$ cat src/clkgen_params.svh
// constants for the clock generating and standby control block
`ifndef CLKGEN_PARAMS_SVH
`define CLKGEN_PARAMS_SVH
// register indices on the register port
`define CLKGEN_ADDR_CMR 8'h00
`define CLKGEN_ADDR_CPUM 8'h01
`define CLKGEN_ADDR_OSCC 8'h02
`define CLKGEN_ADDR_PRE 8'h03
`define CLKGEN_ADDR_T1 8'h04
`define CLKGEN_ADDR_PDAT 8'h05
`define CLKGEN_ADDR_PDIR 8'h06
`define CLKGEN_ADDR_STAT 8'h07
// clock_mode_reg fields
`define CLKGEN_CMR_LS_STOP 0
`define CLKGEN_CMR_HS_STOP 1
`define CLKGEN_CMR_SRC_LO 4
`define CLKGEN_CMR_SPD_LO 6
`define CLKGEN_CMR_RST 8'h02
// oscillation control register fields
`define CLKGEN_OSCC_XSTOP 0
`define CLKGEN_OSCC_STAB 1
`define CLKGEN_OSCC_PSUB 2
`define CLKGEN_OSCC_RST 8'h00
// option word fields
`define CLKGEN_FO1_METH_LO 0
`define CLKGEN_FO2_LSLOCK 4
// oscillation method codes
`define CLKGEN_METH_NONE 2'h0
`define CLKGEN_METH_MAIN 2'h1
`define CLKGEN_METH_SUB 2'h2
`define CLKGEN_METH_EXT 2'h3
// timer values
`define CLKGEN_T1_PRESET 8'h01
`define CLKGEN_PRE_PRESET 8'hFF
`define CLKGEN_DIV16 4'hF
`endif

$ cat src/clkgen_pkg.sv
// types shared by the clock generating block
package clkgen_pkg;
  typedef enum logic [2:0] {
    CG_RUN, CG_STOP_PEND, CG_STOPPED, CG_STAB, CG_WAIT_PEND, CG_WAITING
  } clkgen_state_t;
  // clock source select: 0 low-speed, 1 main, 2 sub, 3 high-speed
  typedef logic [1:0] clkgen_src_t;
endpackage : clkgen_pkg

$ cat src/clkgen_tmr.sv
// timer 1 and its shared prescaler, used as stop-release stabiliser
`timescale 1ns/1ps
`include "clkgen_params.svh"
module clkgen_tmr (
  input wire logic core_clk_i,
  input wire logic rstn_i,
  input wire logic cnt_tick_i,
  input wire logic pre_wr_i,
  input wire logic t1_wr_i,
  input wire logic [7:0] wdata_i,
  input wire logic stop_preset_i,
  output logic [7:0] pre_cnt_o,
  output logic [7:0] t1_cnt_o,
  output logic t1_unf_o
);
  import clkgen_pkg::*;

  logic [7:0] pre_lat_r;
  logic [7:0] t1_lat_r;
  logic pre_unf;

  assign pre_unf = cnt_tick_i && (pre_cnt_o == 8'h00);

  // latches: a write loads latch and counter together
  always_ff @(posedge core_clk_i) begin
    if (!rstn_i) begin
      pre_lat_r <= `CLKGEN_PRE_PRESET;
      t1_lat_r <= `CLKGEN_T1_PRESET;
    end else begin
      if (pre_wr_i) pre_lat_r <= wdata_i;
      if (t1_wr_i) t1_lat_r <= wdata_i;
    end
  end

  // prescaler: zero then one more pulse underflows and reloads
  always_ff @(posedge core_clk_i) begin
    if (!rstn_i) begin
      pre_cnt_o <= `CLKGEN_PRE_PRESET;
    end else if (stop_preset_i) begin
      pre_cnt_o <= `CLKGEN_PRE_PRESET;
    end else if (pre_wr_i) begin
      pre_cnt_o <= wdata_i;
    end else if (pre_unf) begin
      pre_cnt_o <= pre_lat_r;
    end else if (cnt_tick_i) begin
      pre_cnt_o <= pre_cnt_o - 8'h01;
    end
  end

  // timer 1 counts prescaler underflows, pulses on its own underflow
  always_ff @(posedge core_clk_i) begin
    if (!rstn_i) begin
      t1_cnt_o <= `CLKGEN_T1_PRESET;
      t1_unf_o <= 1'b0;
    end else begin
      t1_unf_o <= 1'b0;
      if (stop_preset_i) begin
        t1_cnt_o <= `CLKGEN_T1_PRESET;
      end else if (t1_wr_i) begin
        t1_cnt_o <= wdata_i;
      end else if (pre_unf && (t1_cnt_o == 8'h00)) begin
        t1_cnt_o <= t1_lat_r;
        t1_unf_o <= 1'b1;
      end else if (pre_unf) begin
        t1_cnt_o <= t1_cnt_o - 8'h01;
      end
    end
  end
endmodule : clkgen_tmr

$ cat src/clkgen_core.sv
// clock source selection, divider, stop and wait gating, shared pins
`timescale 1ns/1ps
`include "clkgen_params.svh"
module clkgen_core (
  input wire logic core_clk_i,
  input wire logic rstn_i,
  input wire logic [7:0] factory_option_word_1_i,
  input wire logic [7:0] factory_option_word_2_i,
  input wire logic [7:0] reg_addr_i,
  input wire logic [7:0] reg_wdata_i,
  input wire logic reg_wr_i,
  input wire logic reg_rd_i,
  output logic [7:0] reg_rdata_o,
  input wire logic halt_oscillator_instruction_i,
  input wire logic clock_gate_instruction_i,
  input wire logic wake_irq_i,
  input wire logic main_osc_tick_i,
  input wire logic sub_osc_tick_i,
  input wire logic hs_osc_tick_i,
  input wire logic ls_osc_tick_i,
  output logic main_osc_en_o,
  output logic sub_osc_en_o,
  output logic hs_osc_en_o,
  output logic ls_osc_en_o,
  input wire logic shared_pin_in_side_i,
  output logic shared_pin_in_side_o,
  output logic shared_pin_in_side_oe_o,
  output logic shared_pin_out_side_o,
  output logic shared_pin_out_side_oe_o,
  output logic phi_o,
  output logic phi_halted_o,
  output clkgen_pkg::clkgen_src_t cur_src_o
);
  import clkgen_pkg::*;

  // option words and their fields
  logic [7:0] fo1_r;
  logic [7:0] fo2_r;
  logic [1:0] meth;
  logic ls_lock;

  // software registers
  logic [7:0] clock_mode_reg_r;
  logic [7:0] oscc_r;
  logic [1:0] proc_mode_r;
  logic proc_lock_r;
  logic [1:0] pdat_r;
  logic pdir_r;

  // standby control
  clkgen_state_t state_r;
  logic osc_off;

  // divider and selection
  clkgen_src_t sel_src;
  logic [1:0] spd_r;
  logic [2:0] div_cnt_r;
  logic [3:0] div16_r;
  logic src_tick;
  logic main_run;
  logic sub_run;
  logic hs_run;
  logic ls_run;
  logic hold;
  logic phase_end;

  // timer link
  logic pre_tick;
  logic stop_preset;
  logic [7:0] pre_cnt;
  logic [7:0] t1_cnt;
  logic t1_unf;

  // per-register write strobes
  logic cmr_wr;
  logic oscc_wr;
  logic cpum_wr;
  logic pdat_wr;
  logic pdir_wr;
  logic pre_wr;
  logic t1_wr;

  // half-period count for each speed: 1, 2, 4, 8 source edges
  function automatic logic [2:0] half_len(input logic [1:0] spd);
    case (spd)
      2'h0: half_len = 3'h0;
      2'h1: half_len = 3'h1;
      2'h2: half_len = 3'h3;
      default: half_len = 3'h7;
    endcase
  endfunction : half_len

  // one index compare shared by every write strobe
  function automatic logic reg_hit(input logic stb, input logic [7:0] addr,
                                   input logic [7:0] idx);
    reg_hit = stb && (addr == idx);
  endfunction : reg_hit

  // write strobes decoded in one place, so no register sees a stray match
  assign cmr_wr = reg_hit(reg_wr_i, reg_addr_i, `CLKGEN_ADDR_CMR);
  assign oscc_wr = reg_hit(reg_wr_i, reg_addr_i, `CLKGEN_ADDR_OSCC);
  assign cpum_wr = reg_hit(reg_wr_i, reg_addr_i, `CLKGEN_ADDR_CPUM);
  assign pdat_wr = reg_hit(reg_wr_i, reg_addr_i, `CLKGEN_ADDR_PDAT);
  assign pdir_wr = reg_hit(reg_wr_i, reg_addr_i, `CLKGEN_ADDR_PDIR);
  assign pre_wr = reg_hit(reg_wr_i, reg_addr_i, `CLKGEN_ADDR_PRE);
  assign t1_wr = reg_hit(reg_wr_i, reg_addr_i, `CLKGEN_ADDR_T1);

  assign meth = fo1_r[`CLKGEN_FO1_METH_LO +: 2];
  assign ls_lock = !fo2_r[`CLKGEN_FO2_LSLOCK];
  assign sel_src = clock_mode_reg_r[`CLKGEN_CMR_SRC_LO +: 2];

  // option words are caught while reset is held, stable afterwards
  always_ff @(posedge core_clk_i) begin
    if (!rstn_i) begin
      fo1_r <= factory_option_word_1_i;
      fo2_r <= factory_option_word_2_i;
    end
  end

  // clock mode register; low-speed stop bit cannot rise when locked
  always_ff @(posedge core_clk_i) begin
    if (!rstn_i) begin
      clock_mode_reg_r <= `CLKGEN_CMR_RST;
    end else if (cmr_wr) begin
      clock_mode_reg_r <= reg_wdata_i;
      if (ls_lock) begin
        clock_mode_reg_r[`CLKGEN_CMR_LS_STOP] <= 1'b0;
      end
    end
  end

  // oscillation control: resonator stop, stabilise skip, prescaler src
  always_ff @(posedge core_clk_i) begin
    if (!rstn_i) begin
      oscc_r <= `CLKGEN_OSCC_RST;
    end else if (oscc_wr) begin
      oscc_r <= reg_wdata_i;
    end
  end

  // processor mode bits take only the first write after reset
  always_ff @(posedge core_clk_i) begin
    if (!rstn_i) begin
      proc_mode_r <= 2'h0;
      proc_lock_r <= 1'b0;
    end else if (cpum_wr && !proc_lock_r) begin
      proc_mode_r <= reg_wdata_i[1:0];
      proc_lock_r <= 1'b1;
    end
  end

  // port data and in-side direction for the shared pins
  always_ff @(posedge core_clk_i) begin
    if (!rstn_i) begin
      pdat_r <= 2'h0;
      pdir_r <= 1'b0;
    end else if (pdat_wr) begin
      pdat_r <= reg_wdata_i[1:0];
    end else if (pdir_wr) begin
      pdir_r <= reg_wdata_i[1];
    end
  end

  // standby sequencer: halt only once the clock sits high
  always_ff @(posedge core_clk_i) begin
    if (!rstn_i) begin
      state_r <= CG_RUN;
    end else begin
      case (state_r)
        CG_RUN: begin
          if (halt_oscillator_instruction_i) begin
            state_r <= CG_STOP_PEND;
          end else if (clock_gate_instruction_i) begin
            state_r <= CG_WAIT_PEND;
          end
        end
        CG_STOP_PEND: begin
          if (phi_o) state_r <= CG_STOPPED;
        end
        CG_STOPPED: begin
          // wake interrupt restarts oscillators but not the clock
          if (wake_irq_i) state_r <= CG_STAB;
        end
        CG_STAB: begin
          if (t1_unf) state_r <= CG_RUN;
        end
        CG_WAIT_PEND: begin
          if (phi_o) state_r <= CG_WAITING;
        end
        CG_WAITING: begin
          if (wake_irq_i) state_r <= CG_RUN;
        end
        default: state_r <= CG_RUN;
      endcase
    end
  end

  // timer preset pulses once on entry to stop unless software opted out
  assign stop_preset = (state_r == CG_STOP_PEND) && phi_o && !oscc_r[`CLKGEN_OSCC_STAB];
  assign osc_off = (state_r == CG_STOPPED);

  // oscillator run conditions per method and control bits
  assign main_run = ((meth == `CLKGEN_METH_MAIN) || (meth == `CLKGEN_METH_EXT))
                    && !oscc_r[`CLKGEN_OSCC_XSTOP] && !osc_off;
  assign sub_run = (meth == `CLKGEN_METH_SUB)
                   && !oscc_r[`CLKGEN_OSCC_XSTOP] && !osc_off;
  assign hs_run = !clock_mode_reg_r[`CLKGEN_CMR_HS_STOP] && !osc_off;
  assign ls_run = ls_lock || (!clock_mode_reg_r[`CLKGEN_CMR_LS_STOP] && !osc_off);

  // oscillator enables are registered so each output is a flop
  always_ff @(posedge core_clk_i) begin
    if (!rstn_i) begin
      main_osc_en_o <= 1'b0;
      sub_osc_en_o <= 1'b0;
      hs_osc_en_o <= 1'b0;
      ls_osc_en_o <= 1'b1;
    end else begin
      main_osc_en_o <= main_run && (meth == `CLKGEN_METH_MAIN);
      sub_osc_en_o <= sub_run;
      hs_osc_en_o <= hs_run;
      ls_osc_en_o <= ls_run;
    end
  end

  // edge of the active source; a stopped oscillator gives no edges
  always_comb begin
    case (cur_src_o)
      2'h1: src_tick = main_osc_tick_i && main_run;
      2'h2: src_tick = sub_osc_tick_i && sub_run;
      2'h3: src_tick = hs_osc_tick_i && hs_run;
      default: src_tick = ls_osc_tick_i && ls_run;
    endcase
  end

  // the clock freezes high in every state but run
  assign hold = (state_r != CG_RUN) && phi_o;
  assign phase_end = src_tick && (div_cnt_r == half_len(spd_r));

  // divider: count source edges per half period
  always_ff @(posedge core_clk_i) begin
    if (!rstn_i) begin
      div_cnt_r <= 3'h0;
    end else if (hold) begin
      div_cnt_r <= 3'h0;
    end else if (phase_end) begin
      div_cnt_r <= 3'h0;
    end else if (src_tick) begin
      div_cnt_r <= div_cnt_r + 3'h1;
    end
  end

  // internal clock level; toggles only at a finished half period
  always_ff @(posedge core_clk_i) begin
    if (!rstn_i) begin
      phi_o <= 1'b1;
    end else if (phase_end && !hold) begin
      phi_o <= !phi_o;
    end
  end

  // source and speed change as a low phase ends or while the clock is held, so no runt phase
  always_ff @(posedge core_clk_i) begin
    if (!rstn_i) begin
      cur_src_o <= 2'h0;
      spd_r <= 2'h0;
    end else if ((phase_end && !hold && !phi_o) || (hold && (state_r != CG_RUN))) begin
      cur_src_o <= sel_src;
      spd_r <= clock_mode_reg_r[`CLKGEN_CMR_SPD_LO +: 2];
    end
  end

  // halted flag for status and the outside world
  always_ff @(posedge core_clk_i) begin
    if (!rstn_i) begin
      phi_halted_o <= 1'b0;
    end else begin
      phi_halted_o <= hold;
    end
  end

  // source divided by sixteen; keeps running during stabilisation
  always_ff @(posedge core_clk_i) begin
    if (!rstn_i) begin
      div16_r <= 4'h0;
    end else if (src_tick) begin
      div16_r <= div16_r + 4'h1;
    end
  end

  // prescaler source: sub clock only allowed with the 32 kHz method
  always_comb begin
    if (oscc_r[`CLKGEN_OSCC_PSUB] && (meth == `CLKGEN_METH_SUB)) begin
      pre_tick = sub_osc_tick_i && sub_run;
    end else begin
      pre_tick = src_tick && (div16_r == `CLKGEN_DIV16);
    end
  end

  clkgen_tmr u_tmr (
    .core_clk_i(core_clk_i),
    .rstn_i(rstn_i),
    .cnt_tick_i(pre_tick),
    .pre_wr_i(pre_wr),
    .t1_wr_i(t1_wr),
    .wdata_i(reg_wdata_i),
    .stop_preset_i(stop_preset),
    .pre_cnt_o(pre_cnt),
    .t1_cnt_o(t1_cnt),
    .t1_unf_o(t1_unf)
  );

  // shared pins: ports only where no oscillator uses them
  always_ff @(posedge core_clk_i) begin
    if (!rstn_i) begin
      shared_pin_out_side_o <= 1'b0;
      shared_pin_out_side_oe_o <= 1'b0;
      shared_pin_in_side_o <= 1'b0;
      shared_pin_in_side_oe_o <= 1'b0;
    end else begin
      shared_pin_out_side_o <= pdat_r[0];
      shared_pin_out_side_oe_o <= (meth == `CLKGEN_METH_NONE);
      shared_pin_in_side_o <= pdat_r[1];
      shared_pin_in_side_oe_o <= pdir_r && ((meth == `CLKGEN_METH_NONE)
                                 || (meth == `CLKGEN_METH_EXT));
    end
  end

  // read data one cycle after the strobe, zero otherwise
  always_ff @(posedge core_clk_i) begin
    if (!rstn_i) begin
      reg_rdata_o <= 8'h00;
    end else if (!reg_rd_i) begin
      reg_rdata_o <= 8'h00;
    end else if (reg_addr_i == `CLKGEN_ADDR_CMR) begin
      reg_rdata_o <= clock_mode_reg_r;
    end else if (reg_addr_i == `CLKGEN_ADDR_CPUM) begin
      reg_rdata_o <= {5'h00, proc_lock_r, proc_mode_r};
    end else if (reg_addr_i == `CLKGEN_ADDR_OSCC) begin
      reg_rdata_o <= {5'h00, oscc_r[2:0]};
    end else if (reg_addr_i == `CLKGEN_ADDR_PRE) begin
      reg_rdata_o <= pre_cnt;
    end else if (reg_addr_i == `CLKGEN_ADDR_T1) begin
      reg_rdata_o <= t1_cnt;
    end else if (reg_addr_i == `CLKGEN_ADDR_PDAT) begin
      reg_rdata_o <= {6'h00, pdat_r};
    end else if (reg_addr_i == `CLKGEN_ADDR_PDIR) begin
      reg_rdata_o <= {6'h00, pdir_r, 1'b0};
    end else if (reg_addr_i == `CLKGEN_ADDR_STAT) begin
      // status: pin level, method, source, halted
      reg_rdata_o <= {shared_pin_in_side_i, meth, cur_src_o, phi_halted_o, phi_o, ls_run};
    end else begin
      reg_rdata_o <= 8'h00;
    end
  end
endmodule : clkgen_core

$ cat config.mk
export PLATFORM = sky130hd
export DESIGN_NAME = clkgen_core
export DESIGN_NICKNAME = d
export VERILOG_FILES = /design/src/clkgen_pkg.sv /design/src/clkgen_tmr.sv /design/src/clkgen_core.sv
export VERILOG_INCLUDE_DIRS = /design/src
export SDC_FILE = /design/constraint.sdc
export NUM_CORES = 1
export LEC_CHECK = 0
export ABC_CLOCK_PERIOD_IN_PS = 2880
export BUFFER_PORTS_ARGS = -buffer_cell sky130_fd_sc_hd__clkbuf_2
export CAP_MARGIN = 10
export CORE_AREA = 2 2 92 94
export CTS_BUF_LIST = sky130_fd_sc_hd__clkbuf_16
export DETAILED_ROUTE_END_ITERATION = 8
export DIE_AREA = 0 0 94 96
export PLACE_DENSITY = 0.78
export SETUP_SLACK_MARGIN = 0.15
export SLEW_MARGIN = 10
export SYNTH_ARGS = -nofsm -noshare
export SYNTH_HDL_FRONTEND = slang
export SYNTH_SLANG_ARGS = --single-unit
$ cat constraint.sdc
create_clock -name core_clk_i -period 2.88 [get_ports core_clk_i]
set_clock_uncertainty 0.15 [all_clocks]
set_input_delay 0.432 -clock core_clk_i [delete_from_list [all_inputs] [get_ports core_clk_i]]
set_output_delay 0.432 -clock core_clk_i [all_outputs]
set_load 0.05 [all_outputs]
==> metrics.txt, run 1 <==
first-pass GRT wire length=about 20 mm; crit path time final=between 2000 and 3000 ps; grt ovf=0; power share of the combinational group=0.191; Max Clk Rate=between 300 and 400 MHz; Rel. slew slack=0.4191; dominant cell type by area after synthesis=dfxtp_1; TritonCTS buffer count=9; cell breakdown of the critical path=inv_1 -> ha_1 -> nand3_1 -> nor3_2 -> nor3_2 -> o31ai_4 -> nand3_1 -> nor2_1; clk buf depth=2; switching part of the total=0.2940; DRT antenna net count=0; class of the worst hold path=input port to register; Remaining DRCs=0; # nets final=~630; max cap viols=0; core box area=between 0.008 and 0.009 mm^2; Root Buffer Master=clkbuf_16; Mapped Cells=approximately 530; final WL=about 12 mm; total die area=0.009024 mm^2; CP Capture Type=register; Arrival @ worst endpoint=between 2000 and 3000 ps; via/cell ratio=around 6.3; Lkg Pwr=about 0.002 uW; Final setup viols=0; net load switching power=roughly 960 uW; Synth Cell Area=around 0.0044 mm^2; initial antenna violation count=0; CTS tree=built; actual slew at the worst max-slew pin=a little under 900 ps; IO Port Bufs=50; sequential power share=0.392; Synthesized Nets=581; Synth area leaders=dfxtp_1 37%, nand2_1 6.6%, mux2i_1 5.4%; GRT Total Usage=0.2819; total number of vias=between 4000 and 5000; chip height=96 um; Rows=33; final slew viol count=0; fraction of layout cells with a size suffix above 1=0.1821; worst path required time=2980 ps; Worst-path clk slew=approximately 70 ps; crit-path max cell delay=520 ps; largest net degree at the start of global routing=34; initial core utilization=0.5512; worst vdd ir=375.8 uV; GP Congestion=0.9528; Die X-Extent=~94 um; CTS H-tree depth=3; clk_lat worst skew=about 340 ps; HP Start=factory_option_word_2_i[4]; drt first-iter violations=~400; number of global-route vias before repair=about 4000; Post-CTS Setup Repair Bufs=0; commonest register cell after synthesis=dfxtp_1; detailed placement HPWL=8.567 mm; clock power share=0.417; synthesized area per cell=8.389 um^2; Synth warnings=0; Power, Total=approximately 3300 uW; Final Hold Vio Count=0; ys async rst share=0; EDFF count, synth=3; unrepaired setup endpoints after global routing=false; R2R Path Start=fo1_r[0]$_DFFE_PN_; pwr/cell area=~630 mW/mm^2; final worst path period share=0.8865; Crit Path Class=register to register; Critical Path Slowest Stage Cell=o31ai_4; post-synth top area share=0.3699; Hold Buf Count CTS=0; worst-path fanout max=8; P_int=2311 uW; status=completed; Area growth, synth to finish=16.63%; clock net sink count=85; Worst setup startpoint=fo1_r[0]$_DFFE_PN_; WL per Instance=17.80 um; DRT Pass-1 Iters=5; register area share after synthesis=0.3902; IO Pins=64; Netlist cell types=74; setup TNS=0 ps; # diodes=0; Synth Register Bits=85; Worst setup SP type=register
## cell usage in the layout (no fill, tap or decap), types with 3 or more instances in the layout
master,synthesis,layout
a211oi_1,3,3
a21oi_1,39,39
a221oi_1,4,4
a22oi_1,5,5
a311o_1,3,3
a31oi_1,8,8
a32oi_1,3,3
and2_1,5,5
and3_1,3,3
buf_4,2,17
bufinv_16,0,3
clkbuf_16,0,9
clkbuf_2,0,50
dfxtp_1,82,82
edfxtp_1,3,3
ha_1,8,8
inv_1,13,13
mux2i_1,24,24
nand2_1,78,78
nand2b_1,4,4
nand3_1,27,27
nand4_1,7,7
nor2_1,59,59
nor3_1,15,15
nor3_2,4,4
nor3b_1,4,4
o21ai_0,16,16
o21ai_1,7,6
o22ai_1,3,3
o31ai_1,3,3
o41ai_1,3,3
or3_1,5,5
xnor2_1,6,6
xor2_1,3,3
## synthesized netlist by cell type, types with 5 or more instances
cell and instances:
nand2_1 78, o21ai_1 7, xnor2_1 6, dfxtp_1 82, ha_1 8, clkbuf_1 22, nand4_1 7, inv_1 13
or3_1 5, nand3_1 27, a22oi_1 5, nor2_1 59, a31oi_1 8, o21ai_0 16, and2_1 5, mux2i_1 24
a21oi_1 39, nor3_1 15
## timing repair
item                                    CTS  global route
endpoints found under the setup margin    8             2
resized for setup                         1             1
pin swaps                                 0             1
## flip-flops by register name, summed over array words and instances (netlist names), 2 cells and up
signal            cells
spd_r                 2
reg_rdata_o           8
clock_mode_reg_r      8
fo1_r                 2
state_r               3
u_tmr.pre_lat_r       8
proc_mode_r           2
pdat_r                2
u_tmr.t1_cnt_o        8
div_cnt_r             3
u_tmr.pre_cnt_o       8
u_tmr.t1_lat_r        8
div16_r               4
oscc_r                3
cur_src_o             2
## metrics by stage
step             util  setup WS [ps]  area [um^2]  hold WS [ps]  instances
2_1_floorplan       -          559.1         4438         271.7        529
3_3_place_gp   0.5970          160.2         4807         292.9        671
3_5_place_dp   0.5970          89.96         4807         299.9        671
4_1_cts        0.6420          342.2         5169         120.1        687
5_1_grt        0.6429          151.0         5176         115.2        687
6_report       0.6429          326.9         5176         116.1        687
## cell families after synthesis
| group | synth area share |
|---|---|
| and+or+nand+nor | 0.2605 |
| AOI/OAI and AO/OA | 0.2013 |
| DFF | 0.3902 |
| buffers and inverters | 0.04342 |
| muxes | 0.06428 |
| xor gates and xnor gates | 0.01776 |
| adders and majority gates | 0.02256 |
## power groups by stage
stage | Clock, uW | Sequential, uW | Combinational [uW]
5_1_grt | 1430 | 1290 | 674
2_1_floorplan | 0 | 1350 | 408
3_5_place_dp | 0 | 1310 | 609
4_1_cts | 1380 | 1290 | 614
3_3_place_gp | 0 | 1310 | 593
6_report | 1360 | 1280 | 624
## layout make-up
class	instances	area, um^2
clock inverters	7	132.6
clock buffers	9	225.2
multi-input cells	400	2525
well taps	105	131.4
inverters	14	52.55
repair buffers	67	377.9
fillers	684	2875
flip-flops and latches	85	1732
## layer usage
metal	vias up	global-route usage	routed length, um
met1	2038	0.3606	5091
met2	235	0.4637	5670
met3	37	0.06265	1094
met5	-	0	0
met4	0	0.1147	370
li1	2012	-	-
## critical path, delay by kind of cell (launching register included)
kind / cells / cell delay (ps)
AOI/OAI and AO/OA: 1 / 520
adders and majority gates: 1 / 240
buffers and inverters: 1 / 130
DFF: 1 / 450
and+or+nand+nor: 5 / 960
## final timing paths
path / depth (start not counted) / endpoint / slack, ps
worst max register to register: 8 / u_tmr.t1_unf_o$_SDFF_PP0_ / 330
worst min-delay path: 1 / fo2_r[4]$_DFFE_PN_ / 120
worst min register to register: 2 / u_tmr.t1_lat_r[4]$_SDFFE_PN0P_ / 310
worst max-delay path: 8 / u_tmr.t1_unf_o$_SDFF_PP0_ / 330
Note: power is estimated with default switching activity, not from simulation.
==> run 2, diff against run 1 <==
- CORE_AREA: 2 2 92 94 -> 2 2 90 92
- CTS_BUF_LIST: sky130_fd_sc_hd__clkbuf_16 -> sky130_fd_sc_hd__clkbuf_4
- DIE_AREA: 0 0 94 96 -> 0 0 92 94
- PLACE_DENSITY: 0.78 -> 0.81
==> run 2 against run 1 <==
  * Cell area shrank 4.5%
  * Non-clock buffer count shrank 6
  * Combinational power shrank 13%
  * Worst hold slack lost 98 ps
  * Sequential share of layout area grew 1.6 points
  * Clock-buffer cell count is the same
  * Via count shrank 3.4%
  * First-iteration DRC count grew 9.5%
  * Wire length shrank 2.6%
  * Power shrank 18%
  * Highest routed layer unchanged
==> metrics.txt, run 2 (synthesis results as in run 1) <==
placed cell area=around 0.0048 mm^2; Critical Path Slowest Stage Cell=o31ai_4; initial core utilization=0.5834; Crit Path Class=register to register; clock power share=0.305; class of the worst hold path=input port to register; # diodes=0; max cap viols=0; DRT antenna net count=0; # nets final=623; final WL=between 10 and 15 mm; clock net sink count=85; Arrival @ worst endpoint=between 2000 and 3000 ps; detailed placement HPWL=about 8.5 mm; TritonCTS buffer count=9; Lkg Pwr=~0.0019 uW; R2R Path Start=u_tmr.pre_cnt_o[0]$_SDFFE_PP1P_; via/cell ratio=approximately 6.2; crit-path max cell delay=around 490 ps; WL per Instance=~18 um; IO Pins=64; fraction of layout cells with a size suffix above 1=0.1736; HP Start=factory_option_word_2_i[4]; DRT Pass-1 Iters=6; worst vdd ir=around 360 uV; initial antenna violation count=0; power share of the combinational group=0.201; P_int=approximately 1800 uW; CP Capture Type=register; core box area=around 0.0076 mm^2; clk_lat worst skew=roughly 440 ps; GP Congestion=just over 1; Rel. slew slack=0.4752; worst path required time=between 3000 and 4000 ps; most frequent cells in the layout=82 x dfxtp_1, 78 x nand2_1, 59 x nor2_1; final worst path period share=0.8971; sequential power share=0.494; Final setup viols=0; largest net degree at the start of global routing=32; Die X-Extent=92 um; GRT Total Usage=0.2886; grt ovf=0; Area growth, synth to finish=11.39%; CTS tree=built; actual slew at the worst max-slew pin=780.6 ps; first-pass GRT wire length=roughly 20 mm; post-route cell area=0.004943 mm^2; final slew viol count=0; switching part of the total=0.3337; pwr/cell area=roughly 540 mW/mm^2; crit path time final=~2600 ps; final setup margin=about 300 ps; Max Clk Rate=slightly below 400 MHz; setup TNS=0 ps; Remaining DRCs=0; most common cell after layout, fill and taps aside=dfxtp_1; Worst setup SP type=register; total number of vias=about 4200; clk buf depth=2; worst-path fanout max=9; dpl ws=between 300 and 400 ps; Worst-path clk slew=roughly 150 ps; cell breakdown of the critical path=inv_1 -> ha_1 -> and3_1 -> nand2_2 -> o31ai_4 -> mux2i_1 -> a211oi_1; IO Port Bufs=50; number of global-route vias before repair=3978; CTS H-tree depth=3; Final Hold Vio Count=0; net load switching power=896.9 uW; total die area=between 0.008 and 0.009 mm^2; unrepaired setup endpoints after global routing=true; Rows=32; Worst setup startpoint=u_tmr.pre_cnt_o[0]$_SDFFE_PP1P_; chip height=around 94 um; status=completed; drt first-iter violations=450; Root Buffer Master=clkbuf_4
## run 2: changes by cell type in the layout (fill, tap and decap cells not counted), moves of 2 or more
cell and change:
nor3_2 +2, nor3_1 -2, clkinv_4 -2, clkbuf_16 -9, clkbuf_4 +9, inv_6 +2, buf_4 -7
## run 2: cell type report
| type | count | area (um^2) |
|---|---|---|
| clock inverter | 7 | 105.1 |
| clock buffer | 9 | 67.56 |
| fill | 655 | 2664 |
| multi-input combinational | 400 | 2524 |
| tap | 102 | 127.6 |
| inverter | 14 | 52.55 |
| timing repair buffer | 61 | 335.3 |
| sequential | 85 | 1732 |
## run 2: final timing paths
kind / end / slack (ps) / cells after the start
worst max-delay path: u_tmr.t1_cnt_o[3]$_SDFFE_PP0P_ / 300 / 7
worst min-delay path: fo2_r[4]$_DFFE_PN_ / 20 / 1
worst max register to register: u_tmr.t1_cnt_o[3]$_SDFFE_PP0P_ / 300 / 7
worst min register to register: u_tmr.t1_lat_r[7]$_SDFFE_PN0P_ / 320 / 2
## run 2: what timing repair did
action | CTS | global route
hold buffers | 1 | 0
resized for setup | 0 | 2
endpoints found under the setup margin | 0 | 5
hold endpoints to repair | 1 | 0
buffers inserted | 0 | 0
## run 2: metal layers
| layer | track usage | wire length (um) |
|---|---|---|
| met4 | 0.1032 | 343 |
| met5 | 0 | 0 |
| met2 | 0.4890 | 5608 |
| met3 | 0.05859 | 1128 |
| met1 | 0.3659 | 4822 |
## run 2: metrics by stage
step / cells / power, uW / utilization / hold slack, ps
global placement: 661 / 1863 / 0.6245 / 294.4
floorplan: 529 / 1757 / - / 271.7
detailed placement: 661 / 1878 / 0.6245 / 300.7
finish: 678 / 2688 / 0.6498 / 18.37
CTS: 678 / 2691 / 0.6485 / 10.62
global route: 678 / 2791 / 0.6498 / 8.969
## run 2: worst max-delay path, delay by kind of cell, from the launching register on
family          cells  cell delay, ps
buf+inv             1             150
simple gates        2             580
fa+ha+maj           1             270
mux                 1             260
compound gates      2             580
flops               1             460
## run 2: power by group through the flow
stage | Sequential (uW) | Clock (uW) | Combinational (uW)
after global placement | 1350 | 0 | 514
after CTS | 1330 | 831 | 534
after global routing | 1340 | 864 | 587
final | 1330 | 819 | 542
after detailed placement | 1350 | 0 | 527
after floorplan | 1350 | 0 | 408
==> run 3, diff against run 2 <==
- CTS_CLUSTER_SIZE: not set -> 10
- PLACE_DENSITY: 0.81 -> not set
- PLACE_DENSITY_LB_ADDON: not set -> 0.15
- REMOVE_ABC_BUFFERS: not set -> 1
==> run 3 against run 2 <==
  * Critical path depth is the same
  * Critical path type unchanged
  * Clock-buffer cell count grew 2
  * Combinational power grew 7.2%
==> metrics.txt, run 3 (synthesis results as in run 1) <==
grt met2 use=0.4786; status=completed; detailed placement HPWL=~9 mm; GRT Total Usage=0.2966; # diodes=0; Rows=32; cell breakdown of the critical path=nor3b_4 -> o41ai_4 -> o32ai_4 -> o21ai_2 -> buf_4 -> mux2i_1 -> o211ai_1; final slew viol count=0; routing usage on met1=0.3852; WL per Instance=about 18 um; IO Port Bufs=50; GR peak layer=met2; GRT met3 Usage=0.05538; Placed Cells=between 600 and 700; drt first-iter violations=approximately 380; Rel. slew slack=0.5855; worst-path fanout max=10; final worst path period share=0.9009; clock power share=0.272; CTS H-tree depth=3; most common cell after layout, fill and taps aside=dfxtp_1; fraction of layout cells with a size suffix above 1=0.1812; first-pass GRT wire length=19.93 mm; final WL=12.39 mm; clock net sink count=between 80 and 90; worst path required time=between 3000 and 4000 ps; max cap viols=0; FF+latch area=~0.0017 mm^2; # nets final=633; class of the worst hold path=input port to register; core box area=about 0.0076 mm^2; chip height=94 um; largest net degree at the start of global routing=38; Final setup viols=0; total die area=about 0.0086 mm^2; crit-path max cell delay=620 ps; clk buf depth=2; Final Hold Vio Count=0; Area growth, synth to finish=12.46%; GP Congestion=~0.94; CP Capture Type=register; Root Buffer Master=clkbuf_4; DRT antenna net count=0; grt ovf=0; crit path time final=roughly 2600 ps; clk_lat worst skew=between 400 and 500 ps; switching part of the total=0.3382; unrepaired setup endpoints after global routing=false; Worst setup SP type=register; sequential power share=0.504; net load switching power=878.2 uW; Arrival @ worst endpoint=approximately 2800 ps; most frequent cells in the layout=82 x dfxtp_1, 78 x nand2_1, 59 x nor2_1; P_int=1718 uW; Remaining DRCs=0; DRT Pass-1 Iters=6; dpl ws=155.3 ps; Crit Path Class=register to register; number of global-route vias before repair=roughly 4000; actual slew at the worst max-slew pin=between 600 and 700 ps; setup TNS=0 ps; Critical Path Slowest Stage Cell=dfxtp_1; TritonCTS buffer count=9; pwr/cell area=about 520 mW/mm^2; initial core utilization=0.5834; worst vdd ir=around 300 uV; Die X-Extent=between 90 and 100 um; via/cell ratio=between 6 and 7; initial antenna violation count=0; area of the multi-input gates=~0.0025 mm^2; total number of vias=roughly 4300; power share of the combinational group=0.224; Layout fillers=roughly 690; IO Pins=between 60 and 70; Max Clk Rate=385.4 MHz; Lkg Pwr=0.001896 uW; CTS tree=built; Worst-path clk slew=about 150 ps; final setup margin=between 200 and 300 ps; final std cells w/o fill=about 690
==> run 3: changes by cell type in the layout (fill, tap and decap cells not counted), moves of 2 or more <==
cell	before	now
buf_4	10	17
clkbuf_4	9	11
dlygate4sd3_1	1	3
inv_6	3	0
nor3_1	13	15
nor3_2	6	4
==> run 3: power groups by stage <==
stage	registers [uW]	clock network, uW	logic, uW
after floorplan	1390	0	321
after global placement	1330	0	557
after detailed placement	1340	0	567
after CTS	1310	702	575
after global routing	1320	747	632
final	1310	707	581
==> run 3: routing by layer <==
layer	part of all wire	vias to the layer above
met2	0.46	206
met1	0.42	2016
li1	-	2026
met5	0	-
met4	0.031	0
met3	0.079	40
==> run 3: path summary, 6_finish.rpt <==
kind                                     end                      startpoint  cells after the start  slack (ps)
max          u_tmr.pre_cnt_o[1]$_SDFFE_PP1P_         state_r[2]$_SDFFE_PN0P_                      7         290
min           u_tmr.t1_lat_r[6]$_SDFFE_PN0P_                  reg_wdata_i[6]                      3         120
max reg2reg  u_tmr.pre_cnt_o[1]$_SDFFE_PP1P_         state_r[2]$_SDFFE_PN0P_                      7         290
min reg2reg   u_tmr.t1_lat_r[7]$_SDFFE_PN0P_  u_tmr.t1_lat_r[7]$_SDFFE_PN0P_                      2         320
==> run 3: worst max-delay path: cells and delay by family (launching register included) <==
family / cells / cell delay, ps
AOI/OAI and AO/OA: 4 / 1100
buffers and inverters: 1 / 240
DFF: 1 / 620
muxes: 1 / 190
and+or+nand+nor: 1 / 140
==> run 3: cell type report <==
cell class | instances | share of cell area
Multi-Input combinational cell | 400 | 0.5044
Timing Repair Buffer | 71 | 0.08574
Sequential cell | 85 | 0.3470
Tap cell | 102 | 0.02557
Clock inverter | 4 | 0.01028
Clock buffer | 11 | 0.01655
Inverter | 14 | 0.01053
==> run 3: repair_timing <==
action	CTS	global route
hold buffers	3	0
endpoints found under the hold margin	3	0
gates resized for setup	1	0
buffers inserted	0	2
setup endpoints to repair	1	2
pin swaps	0	1
==> run 3: metrics by stage <==
| stage | area, um^2 | util | hold slack (ps) | total power (uW) |
|---|---|---|---|---|
| CTS | 4964 | 0.6525 | 127.3 | 2584 |
| finish | 4991 | 0.6561 | 124.1 | 2596 |
| detailed placement | 4796 | 0.6304 | 299.1 | 1902 |
| global route | 4991 | 0.6561 | 129.8 | 2697 |
| floorplan | 4298 | - | 271.7 | 1708 |
| global placement | 4796 | 0.6304 | 289.1 | 1887 |
